<file path="src/sfm_defines.svh">
// Constants for the manual SPI frame sequencer
`ifndef SFM_DEFINES_SVH
`define SFM_DEFINES_SVH
// Lane width codes
`define SFM_LANES_1 2'h0
`define SFM_LANES_4 2'h2
// Address output codes
`define SFM_ADDR_NONE 4'h0
`define SFM_ADDR_24 4'h7
`define SFM_ADDR_32 4'hf
// Option byte output codes
`define SFM_OPD_NONE 4'h0
`define SFM_OPD_3 4'h8
`define SFM_OPD_32 4'hc
`define SFM_OPD_321 4'he
`define SFM_OPD_3210 4'hf
// Transfer data length codes
`define SFM_DATA_NONE 4'h0
`define SFM_DATA_8 4'h8
`define SFM_DATA_16 4'hc
`define SFM_DATA_32 4'hf
// Reset values
`define SFM_RST_LANES 4'h0
`define SFM_RST_CS 1'b1
`endif

</file>
<file path="src/sfm_pkg.sv">
// Types for the manual SPI frame sequencer
`default_nettype none
package sfm_pkg;
  typedef enum logic [6:0] {
    SFM_IDLE = 7'b0000001,
    SFM_CMD  = 7'b0000010,
    SFM_OCMD = 7'b0000100,
    SFM_ADDR = 7'b0001000,
    SFM_OPT  = 7'b0010000,
    SFM_DATA = 7'b0100000,
    SFM_DONE = 7'b1000000
  } sfm_state_e;
endpackage
`default_nettype wire

</file>
<file path="src/sfm_frame.sv">
// Manual SPI frame sequencer: command, option command, address, option bytes, data
`timescale 1ns/10ps
`default_nettype none
`include "sfm_defines.svh"

// Summary of operation
// - Command phase uses one or four lanes
// - Optional command lanes chosen by own field
// - Address phase lanes chosen by field
// - Option bytes lanes chosen by field
// - Transfer data lanes chosen by field
// - Command flag includes or omits command
// - Optional command flag includes or omits it
// - Address none, 24 or 32 bits
// - Option bytes none, 3, 32, 321, 3210
// - Data disabled means no data phase
// - Data length 8, 16 or 32 bits, doubled when DOUBLE_IN is set
// - Hold clear releases select at end
// - Hold set keeps select until next
module sfm_frame
  import sfm_pkg::*;
(
  input wire logic SYS_CLK_IN,
  input wire logic RST_N_IN,
  input wire logic START_IN,
  input wire logic CMD_EN_IN,
  input wire logic OCMD_EN_IN,
  input wire logic [3:0] ADDR_EN_IN,
  input wire logic [3:0] OPT_EN_IN,
  input wire logic [3:0] DATA_EN_IN,
  input wire logic DOUBLE_IN,
  input wire logic [1:0] CMD_LANES_IN,
  input wire logic [1:0] OCMD_LANES_IN,
  input wire logic [1:0] ADDR_LANES_IN,
  input wire logic [1:0] OPT_LANES_IN,
  input wire logic [1:0] DATA_LANES_IN,
  input wire logic HOLD_CS_IN,
  input wire logic [7:0] CMD_IN,
  input wire logic [7:0] OCMD_IN,
  input wire logic [31:0] ADDR_IN,
  input wire logic [31:0] OPT_IN,
  input wire logic [63:0] WDATA_IN,
  input wire logic [3:0] IO_IN,
  output logic CS_N_OUT,
  output logic SCK_OUT,
  output logic [3:0] IO_OUT,
  output logic [3:0] IO_OE_OUT,
  output logic BUSY_OUT,
  output logic DONE_OUT,
  output logic [63:0] RDATA_OUT
);

  // -------------------------------------------------------------
  // Helpers
  // -------------------------------------------------------------
  // Bits moved per clock for a lane code
  function automatic logic [6:0] step_of(input logic [1:0] lanes);
    step_of = (lanes == `SFM_LANES_4) ? 7'h04 : 7'h01;
  endfunction

  sfm_state_e state_ff, nxt_state;
  logic [6:0] cnt_ff, nxt_cnt;
  logic [6:0] len_ff, nxt_len;
  logic [63:0] sh_ff, nxt_sh;
  logic [63:0] rd_ff, nxt_rd;
  logic [1:0] lanes_ff, nxt_lanes;
  logic sck_ff, nxt_sck;
  logic cs_n_ff, nxt_cs_n;
  logic [3:0] io_ff, nxt_io;
  logic [3:0] oe_ff, nxt_oe;
  logic done_ff, nxt_done;
  logic busy_ff, nxt_busy;
  logic [3:0] io_s1_ff, nxt_io_s1;
  logic [3:0] io_s2_ff, nxt_io_s2;
  logic [3:0] io_s3_ff, nxt_io_s3;
  logic [3:0] io_in_ff, nxt_io_in;
  logic last_bits;

  // Next enabled phase after the given one, with its length and data
  function automatic void pick(input sfm_state_e from, output sfm_state_e to, output logic [6:0] len,
                      output logic [63:0] sh, output logic [1:0] ln);
    to = SFM_DONE;
    len = 7'h00;
    sh = 64'h0;
    ln = `SFM_LANES_1;
    if (from == SFM_IDLE && CMD_EN_IN) begin
      to = SFM_CMD; len = 7'h08; sh = {CMD_IN, 56'h0}; ln = CMD_LANES_IN;
    end else if ((from == SFM_IDLE || from == SFM_CMD) && OCMD_EN_IN) begin
      to = SFM_OCMD; len = 7'h08; sh = {OCMD_IN, 56'h0}; ln = OCMD_LANES_IN;
    end else if (from != SFM_ADDR && from != SFM_OPT && from != SFM_DATA && ADDR_EN_IN != `SFM_ADDR_NONE) begin
      to = SFM_ADDR; ln = ADDR_LANES_IN;
      if (ADDR_EN_IN == `SFM_ADDR_32) begin
        len = 7'h20; sh = {ADDR_IN, 32'h0};
      end else begin
        len = 7'h18; sh = {ADDR_IN[23:0], 40'h0};
      end
    // option bytes from byte 3 down
    end else if (from != SFM_OPT && from != SFM_DATA && OPT_EN_IN != `SFM_OPD_NONE) begin
      to = SFM_OPT; ln = OPT_LANES_IN; sh = {OPT_IN, 32'h0};
      case (OPT_EN_IN)
        `SFM_OPD_3: len = 7'h08;
        `SFM_OPD_32: len = 7'h10;
        `SFM_OPD_321: len = 7'h18;
        default: len = 7'h20;
      endcase
    end else if (from != SFM_DATA && DATA_EN_IN != `SFM_DATA_NONE) begin
      to = SFM_DATA; ln = DATA_LANES_IN; sh = WDATA_IN;
      case (DATA_EN_IN)
        `SFM_DATA_8: len = DOUBLE_IN ? 7'h10 : 7'h08;
        `SFM_DATA_16: len = DOUBLE_IN ? 7'h20 : 7'h10;
        default: len = DOUBLE_IN ? 7'h40 : 7'h20;
      endcase
    end
  endfunction

  // -------------------------------------------------------------
  // Read lane synchroniser
  // -------------------------------------------------------------
  // Three stages from the pins; a new level counts once stages two and three agree
  always_comb begin
    nxt_io_s1 = IO_IN;
    nxt_io_s2 = io_s1_ff;
    nxt_io_s3 = io_s2_ff;
    nxt_io_in = (io_s2_ff == io_s3_ff) ? io_s3_ff : io_in_ff;
  end

  // Register the synchroniser stages
  always_ff @(posedge SYS_CLK_IN) begin
    if (!RST_N_IN) begin
      io_s1_ff <= `SFM_RST_LANES;
      io_s2_ff <= `SFM_RST_LANES;
      io_s3_ff <= `SFM_RST_LANES;
      io_in_ff <= `SFM_RST_LANES;
    end else begin
      io_s1_ff <= nxt_io_s1;
      io_s2_ff <= nxt_io_s2;
      io_s3_ff <= nxt_io_s3;
      io_in_ff <= nxt_io_in;
    end
  end

  // -------------------------------------------------------------
  // Frame sequencer
  // -------------------------------------------------------------
  assign last_bits = (cnt_ff + step_of(lanes_ff)) >= len_ff;

  // Next state: each bit time is one low and one high clock cycle
  always_comb begin
    nxt_state = state_ff;
    nxt_cnt = cnt_ff;
    nxt_len = len_ff;
    nxt_sh = sh_ff;
    nxt_rd = rd_ff;
    nxt_lanes = lanes_ff;
    nxt_sck = sck_ff;
    nxt_cs_n = cs_n_ff;
    nxt_io = io_ff;
    nxt_oe = oe_ff;
    nxt_done = 1'b0;
    case (state_ff)
      SFM_IDLE: begin
        if (START_IN) begin
          nxt_cs_n = 1'b0;
          nxt_cnt = 7'h00;
          pick(SFM_IDLE, nxt_state, nxt_len, nxt_sh, nxt_lanes);
        end
      end
      SFM_CMD, SFM_OCMD, SFM_ADDR, SFM_OPT, SFM_DATA: begin
        if (!sck_ff) begin
          if (lanes_ff == `SFM_LANES_4) begin
            nxt_io = sh_ff[63:60];
            nxt_oe = 4'hf;
            nxt_sh = {sh_ff[59:0], 4'h0};
          end else begin
            nxt_io = {3'h0, sh_ff[63]};
            nxt_oe = 4'h1;
            nxt_sh = {sh_ff[62:0], 1'b0};
          end
          nxt_sck = 1'b1;
        end else begin
          nxt_sck = 1'b0;
          if (state_ff == SFM_DATA) begin
            nxt_rd = (lanes_ff == `SFM_LANES_4) ? {rd_ff[59:0], io_in_ff} : {rd_ff[62:0], io_in_ff[1]};
          end
          if (last_bits) begin
            nxt_cnt = 7'h00;
            pick(state_ff, nxt_state, nxt_len, nxt_sh, nxt_lanes);
          end else begin
            nxt_cnt = cnt_ff + step_of(lanes_ff);
          end
        end
      end
      SFM_DONE: begin
        if (!HOLD_CS_IN) begin
          nxt_cs_n = `SFM_RST_CS;
        end
        nxt_oe = 4'h0;
        nxt_done = 1'b1;
        nxt_state = SFM_IDLE;
      end
      default: nxt_state = SFM_IDLE;
    endcase
    // Busy flag registered alongside the state
    nxt_busy = (nxt_state != SFM_IDLE);
  end

  // Register the sequencer state
  always_ff @(posedge SYS_CLK_IN) begin
    if (!RST_N_IN) begin
      state_ff <= SFM_IDLE;
      cnt_ff <= 7'h00;
      len_ff <= 7'h00;
      sh_ff <= 64'h0;
      rd_ff <= 64'h0;
      lanes_ff <= 2'h0;
      sck_ff <= 1'b0;
      cs_n_ff <= `SFM_RST_CS;
      io_ff <= `SFM_RST_LANES;
      oe_ff <= `SFM_RST_LANES;
      done_ff <= 1'b0;
      busy_ff <= 1'b0;
    end else begin
      state_ff <= nxt_state;
      cnt_ff <= nxt_cnt;
      len_ff <= nxt_len;
      sh_ff <= nxt_sh;
      rd_ff <= nxt_rd;
      lanes_ff <= nxt_lanes;
      sck_ff <= nxt_sck;
      cs_n_ff <= nxt_cs_n;
      io_ff <= nxt_io;
      oe_ff <= nxt_oe;
      done_ff <= nxt_done;
      busy_ff <= nxt_busy;
    end
  end

  assign CS_N_OUT = cs_n_ff;
  assign SCK_OUT = sck_ff;
  assign IO_OUT = io_ff;
  assign IO_OE_OUT = oe_ff;
  assign BUSY_OUT = busy_ff;
  assign DONE_OUT = done_ff;
  assign RDATA_OUT = rd_ff;

  // -------------------------------------------------------------
  // Checks
  // -------------------------------------------------------------
  // select released after frame
  a_cs_release: assert property (@(posedge SYS_CLK_IN) disable iff (!RST_N_IN)
    (state_ff == SFM_DONE && !HOLD_CS_IN) |=> CS_N_OUT) else $error("select not released");
  a_cs_hold: assert property (@(posedge SYS_CLK_IN) disable iff (!RST_N_IN)
    (state_ff == SFM_DONE && HOLD_CS_IN) |=> $stable(CS_N_OUT)) else $error("select not held");
  // four lane command drives all lanes
  a_cmd_lanes: assert property (@(posedge SYS_CLK_IN) disable iff (!RST_N_IN)
    (state_ff == SFM_CMD && !sck_ff && lanes_ff == `SFM_LANES_4) |=> IO_OE_OUT == 4'hf)
    else $error("command lanes wrong");
  // single lane data drives one lane
  a_data_lanes: assert property (@(posedge SYS_CLK_IN) disable iff (!RST_N_IN)
    (state_ff == SFM_DATA && !sck_ff && lanes_ff == `SFM_LANES_1) |=> IO_OE_OUT == 4'h1)
    else $error("data lanes wrong");
  a_cmd_skip: assert property (@(posedge SYS_CLK_IN) disable iff (!RST_N_IN)
    (state_ff == SFM_IDLE && START_IN && !CMD_EN_IN) |=> state_ff != SFM_CMD) else $error("command not skipped");
  a_phase_order: assert property (@(posedge SYS_CLK_IN) disable iff (!RST_N_IN)
    (state_ff == SFM_DATA) |=> (state_ff != SFM_ADDR && state_ff != SFM_CMD)) else $error("phase order broken");
  a_addr_len: assert property (@(posedge SYS_CLK_IN) disable iff (!RST_N_IN)
    ($changed(state_ff) && state_ff == SFM_ADDR && ADDR_EN_IN == `SFM_ADDR_24) |-> len_ff == 7'h18)
    else $error("address length wrong");
  a_no_data: assert property (@(posedge SYS_CLK_IN) disable iff (!RST_N_IN)
    (DATA_EN_IN == `SFM_DATA_NONE && state_ff != SFM_DATA) |=> state_ff != SFM_DATA) else $error("data phase ran");
  a_opt_len: assert property (@(posedge SYS_CLK_IN) disable iff (!RST_N_IN)
    ($changed(state_ff) && state_ff == SFM_OPT && OPT_EN_IN == `SFM_OPD_3) |-> len_ff == 7'h08)
    else $error("option length wrong");

endmodule // sfm_frame
`default_nettype wire

</file>
<file path="config.mk">
export PLATFORM = sky130hd
export DESIGN_NAME = sfm_frame
export DESIGN_NICKNAME = d
export VERILOG_FILES = /design/src/sfm_pkg.sv /design/src/sfm_frame.sv
export VERILOG_INCLUDE_DIRS = /design/src
export SDC_FILE = /design/constraint.sdc
export NUM_CORES = 1
export LEC_CHECK = 0
export ABC_AREA = 1
export BUFFER_PORTS_ARGS = -buffer_cell sky130_fd_sc_hd__clkbuf_2
export CORE_MARGIN = 5
export CORE_UTILIZATION = 55
export DETAILED_ROUTE_END_ITERATION = 12
export PLACE_DENSITY = 0.89
export SYNTH_ARGS = -nofsm -noshare
export SYNTH_HDL_FRONTEND = slang
export SYNTH_SLANG_ARGS = --single-unit
</file>
<file path="constraint.sdc">
create_clock -name SYS_CLK_IN -period 4.1 [get_ports SYS_CLK_IN]
set_input_delay 0.205 -clock SYS_CLK_IN [delete_from_list [all_inputs] [get_ports SYS_CLK_IN]]
set_output_delay 0.205 -clock SYS_CLK_IN [all_outputs]
set_load 0.005 [all_outputs]
</file>
## After elaboration in Yosys (flattened, before gate mapping)

Cells that the tools add are included.

- Input port bits: 177
- Flip-flop bits (word level): 179
- Word-level logic and storage cells: 146
- Output and inout port bits: 76

- Reductions and logical operators: 23
- Add/sub/neg operators: 1
- Bitwise logic cells: 1
- Order comparisons: 1
- Muxes and demuxes: 79
- Equality and inequality tests: 25

Operator list:

| cell | count |
|---|---|
| 64-bit two-way mux | 16 |
| 7-bit two-way mux | 30 |
| 64-bit case mux with 2 select lines | 1 |
| 7-bit case mux with 2 select lines | 4 |
| 2-bit two-way mux | 13 |
| 4-bit equality test, second input constant | 6 |
| 6-bit case mux with 3 select lines | 1 |
| 4-bit two-way mux | 3 |
| 6-bit two-way mux | 2 |
| 3-bit AND reduction | 4 |
| 4-bit nonzero test | 3 |
| 2-bit != test, second input constant | 5 |
| 1-bit logical AND | 8 |
| 4-bit case mux with 2 select lines | 1 |
| 7-bit by 3-bit adder with 7-bit output | 1 |
| 7-bit by 1-bit equality test with 1-bit output, second input constant | 1 |
| 7-bit by 2-bit equality test with 1-bit output, second input constant | 1 |
| 7-bit by 3-bit equality test with 1-bit output, second input constant | 1 |
| 7-bit by 4-bit equality test with 1-bit output, second input constant | 1 |
| 7-bit by 5-bit equality test with 1-bit output, second input constant | 1 |
| 7-bit by 6-bit equality test with 1-bit output, second input constant | 1 |
| 7-bit equality test, second input constant | 1 |
| 7-bit >= comparator | 1 |
| 7-bit by 1-bit != test with 1-bit output, second input constant | 1 |
| 17 further kinds | 23 |

## Logic depth before layout (Yosys ltp)

- Depth in word-level cells: 11
- Mapped depth: 23
- Gate-level depth less buffers: 21

## Worst setup path before layout

No wires, ideal clock.

- Path kind: flip-flop to flip-flop
- From: register lanes_ff[0]
- To: register sh_ff[56]
- Path slack: 0.671 ns
- Period minus slack after synthesis: 3.429 ns
- Stages on the path, launching flop included: 23
- Path buffers: 4
- Library setup time: 0.070 ns
- Required time: 4.030 ns
- Arrival: 3.359 ns
- Cell sequence: dfxtp_1 > inv_1 > nand2_2 > clkbuf_1 > clkbuf_1 > ha_1 > ha_1 > inv_1 > nand2_1 > nand3_1 > nand3b_1 > xnor2_1 > ha_1 > a21o_1 > a31oi_1 > nand2_1 > inv_1 > nand2_1 > nand2_1 > buf_4 > buf_4 > nand2_1 > a21oi_1

- Longest elaborated chain between the ends: 6
- Elaborated cells on any way between the ends: 9
- Classes of those cells: add/sub: 1; order compare: 1; eq/ne: 2; mux: 4; reduce/logical: 1

Ends and longest elaborated chain:

| element | line | source |
|---|---|---|
| start, declared | sfm_frame.sv:66 | `logic [1:0] lanes_ff, nxt_lanes;` |
| start signal, assigned | sfm_frame.sv:228 | `lanes_ff <= nxt_lanes;` |
| 2-bit equality test (no line) (*) | -- |  |
| 3-bit two-way mux | sfm_frame.sv:58 | `` step_of = (lanes == `SFM_LANES_4) ? 7'h04 : 7'h01; `` |
| 7-bit by 3-bit adder with 7-bit output | sfm_frame.sv:145 | `assign last_bits = (cnt_ff + step_of(lanes_ff)) >= len_ff;` |
| 7-bit >= comparator | sfm_frame.sv:145 |  |
| 3-bit != test (no line) | -- |  |
| 3-bit AND reduction (no line) | -- |  |
| end signal, assigned | sfm_frame.sv:226 | `sh_ff <= nxt_sh;` |
| end, declared | sfm_frame.sv:64 | `logic [63:0] sh_ff, nxt_sh;` |

Every way passes the cells marked *; elsewhere a longest branch is shown, timed or not.
A chain may end at the register's enable or synchronous reset.

## Worst setup path in the final report

- From: register lanes_ff[0]
- To: register sh_ff[45]

Same word-level chain as after synthesis.

==> flow_summary.yaml <==
outcome:
  run_status: "complete, no violations"
setup_path:
  timing.critical_path.fanout_max: 55
  crit_chain: "inv_1 > nand2_4 > buf_4 > nand2_1 > nand3_1 > nand3b_1 > xnor2_1 > ha_1 > nand4_1 > nor2_1 > nand3_1 > nand2_1 > nor2_2 > nor2_4 > buf_4 > nand3_1 > nor2_1 > nor2_1"
  ff2ff_path_depth: 18
  cp_data_required_time_ps: 4410
  crit_path_end_kind: "register"
  timing.critical_path.arrival_ps: 3980
  reg2reg_to: "sh_ff[45]$_SDFFE_PN0P_"
  critPathLaunchType: "register"
  worst_setup_slack_for_register_to_register_paths_ps: 430
  reg2reg_launch_point: "lanes_ff[0]$_SDFFE_PN0P_"
  critPathSlowestCell: "sky130_fd_sc_hd__buf_4"
  crit_path_max_incr_delay_ps: 460
  timing.setup.critical_path_class: "register to register"
sta:
  grt_setup_unrepaired: "false"
  relSlewSlack: 0.2168
  min_period_over_period: 0.8948
  tightestPinTransition_ps: 1175
  setup_tns_ps: 0
  clock_skew_ps: 12.18
  timing.final.setup_violations: 0
  timing_hold_violations_final: 0
  final.min_clock_period_ps: 3669
  drv_slew: 0
  fmaxAchievable_mhz: 272.6
final_layout:
  fillers: 1827
  num-nets-final: 2150
  finish.instance_area_um2: 12930
  multi_input_gate_area_um2: 6528
  areaGrowthSynthToFinish_pct: 17.66
  diodes: 0
  final_util: 0.6600
  seqCellArea_um2: 3483
  layout-drive-gt1-share: 0.1818
floorplanning:
  fp.dieArea_um2: 22910
  rows: 51
  floorplan.initialDensity: 0.5610
  fp.dieW_um: 151.4
  placeableCoreArea_um2: 19590
  floorplan.die.height_um: 151.4
  num_io_pins: 253
min_path:
  hold_path_startpoint: "WDATA_IN[14]"
  min_to: "sh_ff[14]$_SDFFE_PN0P_"
  min_path_type: "input pin to register"
  min_path_cells: 3
placement:
  placement.cell_area_um2: 12240
  dp.final_hpwl_mm: 26.68
  io_buffers: 252
  finalWeightedCongestion: 0.9619
logic_synthesis:
  synth_fa_ha_area_frac: 0.006831
  ys_ff_latch: 174
  postSynthCellCount: 1789
  yosys_warnings: 0
  synth_seq_area_share: 0.3170
  synth_compound_gate_area_share: 0.2525
  synth.cell_area_um2: 10990
  muxShareOfSynthArea: 0.01275
  largest_family_of_logic_cells_by_synthesized_area: "simple AND/OR/NAND/NOR gates"
  synth.distinct_cells: 40
  synthXorXnorAreaFrac: 0.006376
  synthSimpleGateAreaFrac: 0.3134
  synthesis.nets: 1972
  post_synthesis_mean_instance_area_um2: 6.143
routing:
  wl_mm: 37.67
  post_drt_wl_per_cell_um: 16.78
  drt_first_iter_violations: 1392
  dr.pass1.iters: 6
  vias: 13280
  route.detailed.vias_per_inst: 5.914
  postRouteAntennaNets: 0
  drc: 0
job:
  max_cap_violations: 0
global_route:
  grt_start_max_net_pins: 129
  antenna_found_initial: 0
  grt_use_total: 0.3206
  first_pass_grt_wire_length_mm: 59.81
  grt_overflow_total: 0
  first_global_vias: 12110
pwr:
  total_switching_power_w: 0.001549
  power_frac_comb: 0.228
  p_clk_frac: 0.355
  vdd_drop_max_uv: 277.2
  power_w: 0.004630
  cellInternalPower_w: 0.003081
  sw_frac: 0.3346
  power_frac_seq: 0.418
  leakagePower_nw: 5.709
  cellPowerDensity_nw_per_um2: 358.1
clock_tree:
  cts_tree: "yes"
  clock_path_buffers: 2
  worstSkewPairLatency_ps: 430
  clkSlewWorstSetupHoldPaths_ps: 70
  clock-root-buffer: "sky130_fd_sc_hd__clkbuf_16"
  cts_inserted_buffers: 17
  cts_resized: 0
  cts.htree.levels: 4
  clkSinkCount: 174
## cell usage after synthesis
cell type / count / area share
sky130_fd_sc_hd__clkinv_1: 2 / 0.00068
sky130_fd_sc_hd__nand2_4: 4 / 0.0041
sky130_fd_sc_hd__nor2_2: 3 / 0.0017
sky130_fd_sc_hd__a21oi_1: 159 / 0.072
sky130_fd_sc_hd__or2_2: 11 / 0.0063
sky130_fd_sc_hd__o211ai_1: 10 / 0.0068
sky130_fd_sc_hd__nand4_1: 13 / 0.0074
sky130_fd_sc_hd__a21o_1: 1 / 0.00068
sky130_fd_sc_hd__o21ai_1: 39 / 0.018
sky130_fd_sc_hd__buf_1: 8 / 0.0027
sky130_fd_sc_hd__nand2_1: 477 / 0.16
sky130_fd_sc_hd__inv_1: 106 / 0.036
sky130_fd_sc_hd__mux2i_1: 14 / 0.013
sky130_fd_sc_hd__dfxtp_1: 174 / 0.32
sky130_fd_sc_hd__nor3_1: 5 / 0.0023
sky130_fd_sc_hd__o21ai_0: 242 / 0.11
sky130_fd_sc_hd__o22ai_1: 1 / 0.00057
sky130_fd_sc_hd__a31oi_1: 69 / 0.039
sky130_fd_sc_hd__buf_4: 16 / 0.011
sky130_fd_sc_hd__o21ai_2: 1 / 0.00080
sky130_fd_sc_hd__nand2_2: 8 / 0.0046
sky130_fd_sc_hd__a22oi_1: 1 / 0.00068
sky130_fd_sc_hd__inv_4: 1 / 0.00057
sky130_fd_sc_hd__nor2_1: 154 / 0.053
sky130_fd_sc_hd__nand3b_1: 4 / 0.0027
sky130_fd_sc_hd__buf_2: 21 / 0.0096
sky130_fd_sc_hd__xor2_1: 6 / 0.0048
sky130_fd_sc_hd__inv_2: 10 / 0.0034
sky130_fd_sc_hd__nor3_4: 1 / 0.0015
sky130_fd_sc_hd__nand3_2: 3 / 0.0027
sky130_fd_sc_hd__ha_1: 6 / 0.0068
sky130_fd_sc_hd__o21bai_1: 1 / 0.00068
sky130_fd_sc_hd__nor2_4: 6 / 0.0061
sky130_fd_sc_hd__a22o_1: 1 / 0.00080
sky130_fd_sc_hd__o21a_1: 1 / 0.00068
sky130_fd_sc_hd__o22ai_2: 1 / 0.0011
sky130_fd_sc_hd__nor4_1: 2 / 0.0011
sky130_fd_sc_hd__clkbuf_1: 79 / 0.027
sky130_fd_sc_hd__nand3_1: 126 / 0.057
sky130_fd_sc_hd__xnor2_1: 2 / 0.0016
## cells by family after synthesis
group	after synthesis
compound gates	527
fa+ha+maj	6
simple gates	817
mux	14
flops	174
xor+xnor	8
buf+inv	243
## power groups by stage
stage | sequential, W | clock [W] | combinational, W
2_1_floorplan | 0.00193 | 0 | 0.000736
3_3_place_gp | 0.00196 | 0 | 0.000996
3_5_place_dp | 0.00197 | 0 | 0.00102
4_1_cts | 0.00193 | 0.00166 | 0.00104
5_1_grt | 0.00195 | 0.00174 | 0.00117
6_report | 0.00193 | 0.00164 | 0.00105
## how the worst max path moves through the flow
| stage | from | end | slack (ps) | cells after the start |
|---|---|---|---|---|
| 2_1_floorplan | lanes_ff[0]$_SDFFE_PN0P_ | sh_ff[56]$_SDFFE_PN0P_ | 670 | 22 |
| 4_1_cts | lanes_ff[0]$_SDFFE_PN0P_ | sh_ff[45]$_SDFFE_PN0P_ | 500 | 18 |
| 3_3_place_gp | lanes_ff[0]$_SDFFE_PN0P_ | sh_ff[34]$_SDFFE_PN0P_ | 720 | 18 |
| 5_1_grt | lanes_ff[0]$_SDFFE_PN0P_ | sh_ff[32]$_SDFFE_PN0P_ | 120 | 19 |
| 3_5_place_dp | lanes_ff[0]$_SDFFE_PN0P_ | sh_ff[34]$_SDFFE_PN0P_ | 580 | 18 |
| 6_report | lanes_ff[0]$_SDFFE_PN0P_ | sh_ff[45]$_SDFFE_PN0P_ | 430 | 18 |
## placed cells by master, fill, tap and decap left out, types with 3 or more instances in the layout
cell type,count
sky130_fd_sc_hd__clkbuf_2,251
sky130_fd_sc_hd__xor2_1,6
sky130_fd_sc_hd__dlygate4sd3_1,8
sky130_fd_sc_hd__mux2i_1,14
sky130_fd_sc_hd__or2_2,11
sky130_fd_sc_hd__nand3_2,4
sky130_fd_sc_hd__ha_1,6
sky130_fd_sc_hd__nand2_4,5
sky130_fd_sc_hd__inv_1,106
sky130_fd_sc_hd__nand2_2,8
sky130_fd_sc_hd__nor2_1,152
sky130_fd_sc_hd__inv_2,10
sky130_fd_sc_hd__o21ai_0,242
sky130_fd_sc_hd__nand3_1,125
sky130_fd_sc_hd__inv_8,3
sky130_fd_sc_hd__a31oi_1,69
sky130_fd_sc_hd__clkbuf_16,17
sky130_fd_sc_hd__nor3_1,5
sky130_fd_sc_hd__nor2_2,4
sky130_fd_sc_hd__nand2_1,476
sky130_fd_sc_hd__a21oi_1,159
sky130_fd_sc_hd__inv_6,5
sky130_fd_sc_hd__clkinv_8,3
sky130_fd_sc_hd__dfxtp_1,174
sky130_fd_sc_hd__o211ai_1,10
sky130_fd_sc_hd__nand4_1,13
sky130_fd_sc_hd__nand3b_1,4
sky130_fd_sc_hd__buf_4,23
sky130_fd_sc_hd__o21ai_1,39
sky130_fd_sc_hd__nor2_4,7
## stage by stage
| stage | worst slack [ps] | std cells | hold slack, ps |
|---|---|---|---|
| 2_1_floorplan | 671.1 | 1789 | 302.6 |
| 3_3_place_gp | 720.8 | 2205 | 389.6 |
| 3_5_place_dp | 578.8 | 2205 | 394.7 |
| 4_1_cts | 497.7 | 2245 | 1.365 |
| 5_1_grt | 122.2 | 2245 | 12.57 |
| 6_report | 431.2 | 2245 | 8.016 |
## registers in the layout, summed over array words and instances, names as in the netlist
register and cells:
BUSY_OUT 1, CS_N_OUT 1, DONE_OUT 1, IO_OE_OUT 2
IO_OUT 4, RDATA_OUT 64, SCK_OUT 1, cnt_ff 7
io_in_ff 4, io_s1_ff 4, io_s2_ff 4, io_s3_ff 4
lanes_ff 2, len_ff 4, sh_ff 64, state_ff 7
## worst max-delay path, delay by kind of cell, from the launching register on
family / cells / cell delay, ps
DFF: 1 / 390
adders and majority gates: 1 / 330
and+or+nand+nor: 13 / 1860
xor gates and xnor gates: 1 / 100
buffers and inverters: 3 / 840
## area by class of cell
cell class	count	share of cell area
sequential	174	0.2694
timing repair buffer	283	0.1183
multi-input combinational	1372	0.5048
clock buffer	18	0.03397
tap	265	0.02564
inverter	119	0.03474
clock inverter	14	0.01316
## what timing repair did
item / CTS / global route
endpoints found under the hold margin: 8 / 0
hold buffers: 8 / 0
setup buffers: 0 / 0
## layer usage
metal  global-route usage  share of wire
met5                    0              0
met4               0.1451          0.050
met3              0.05296          0.096
met2               0.5190           0.46
met1               0.4190           0.39
(Power assumes the default switching activity.)
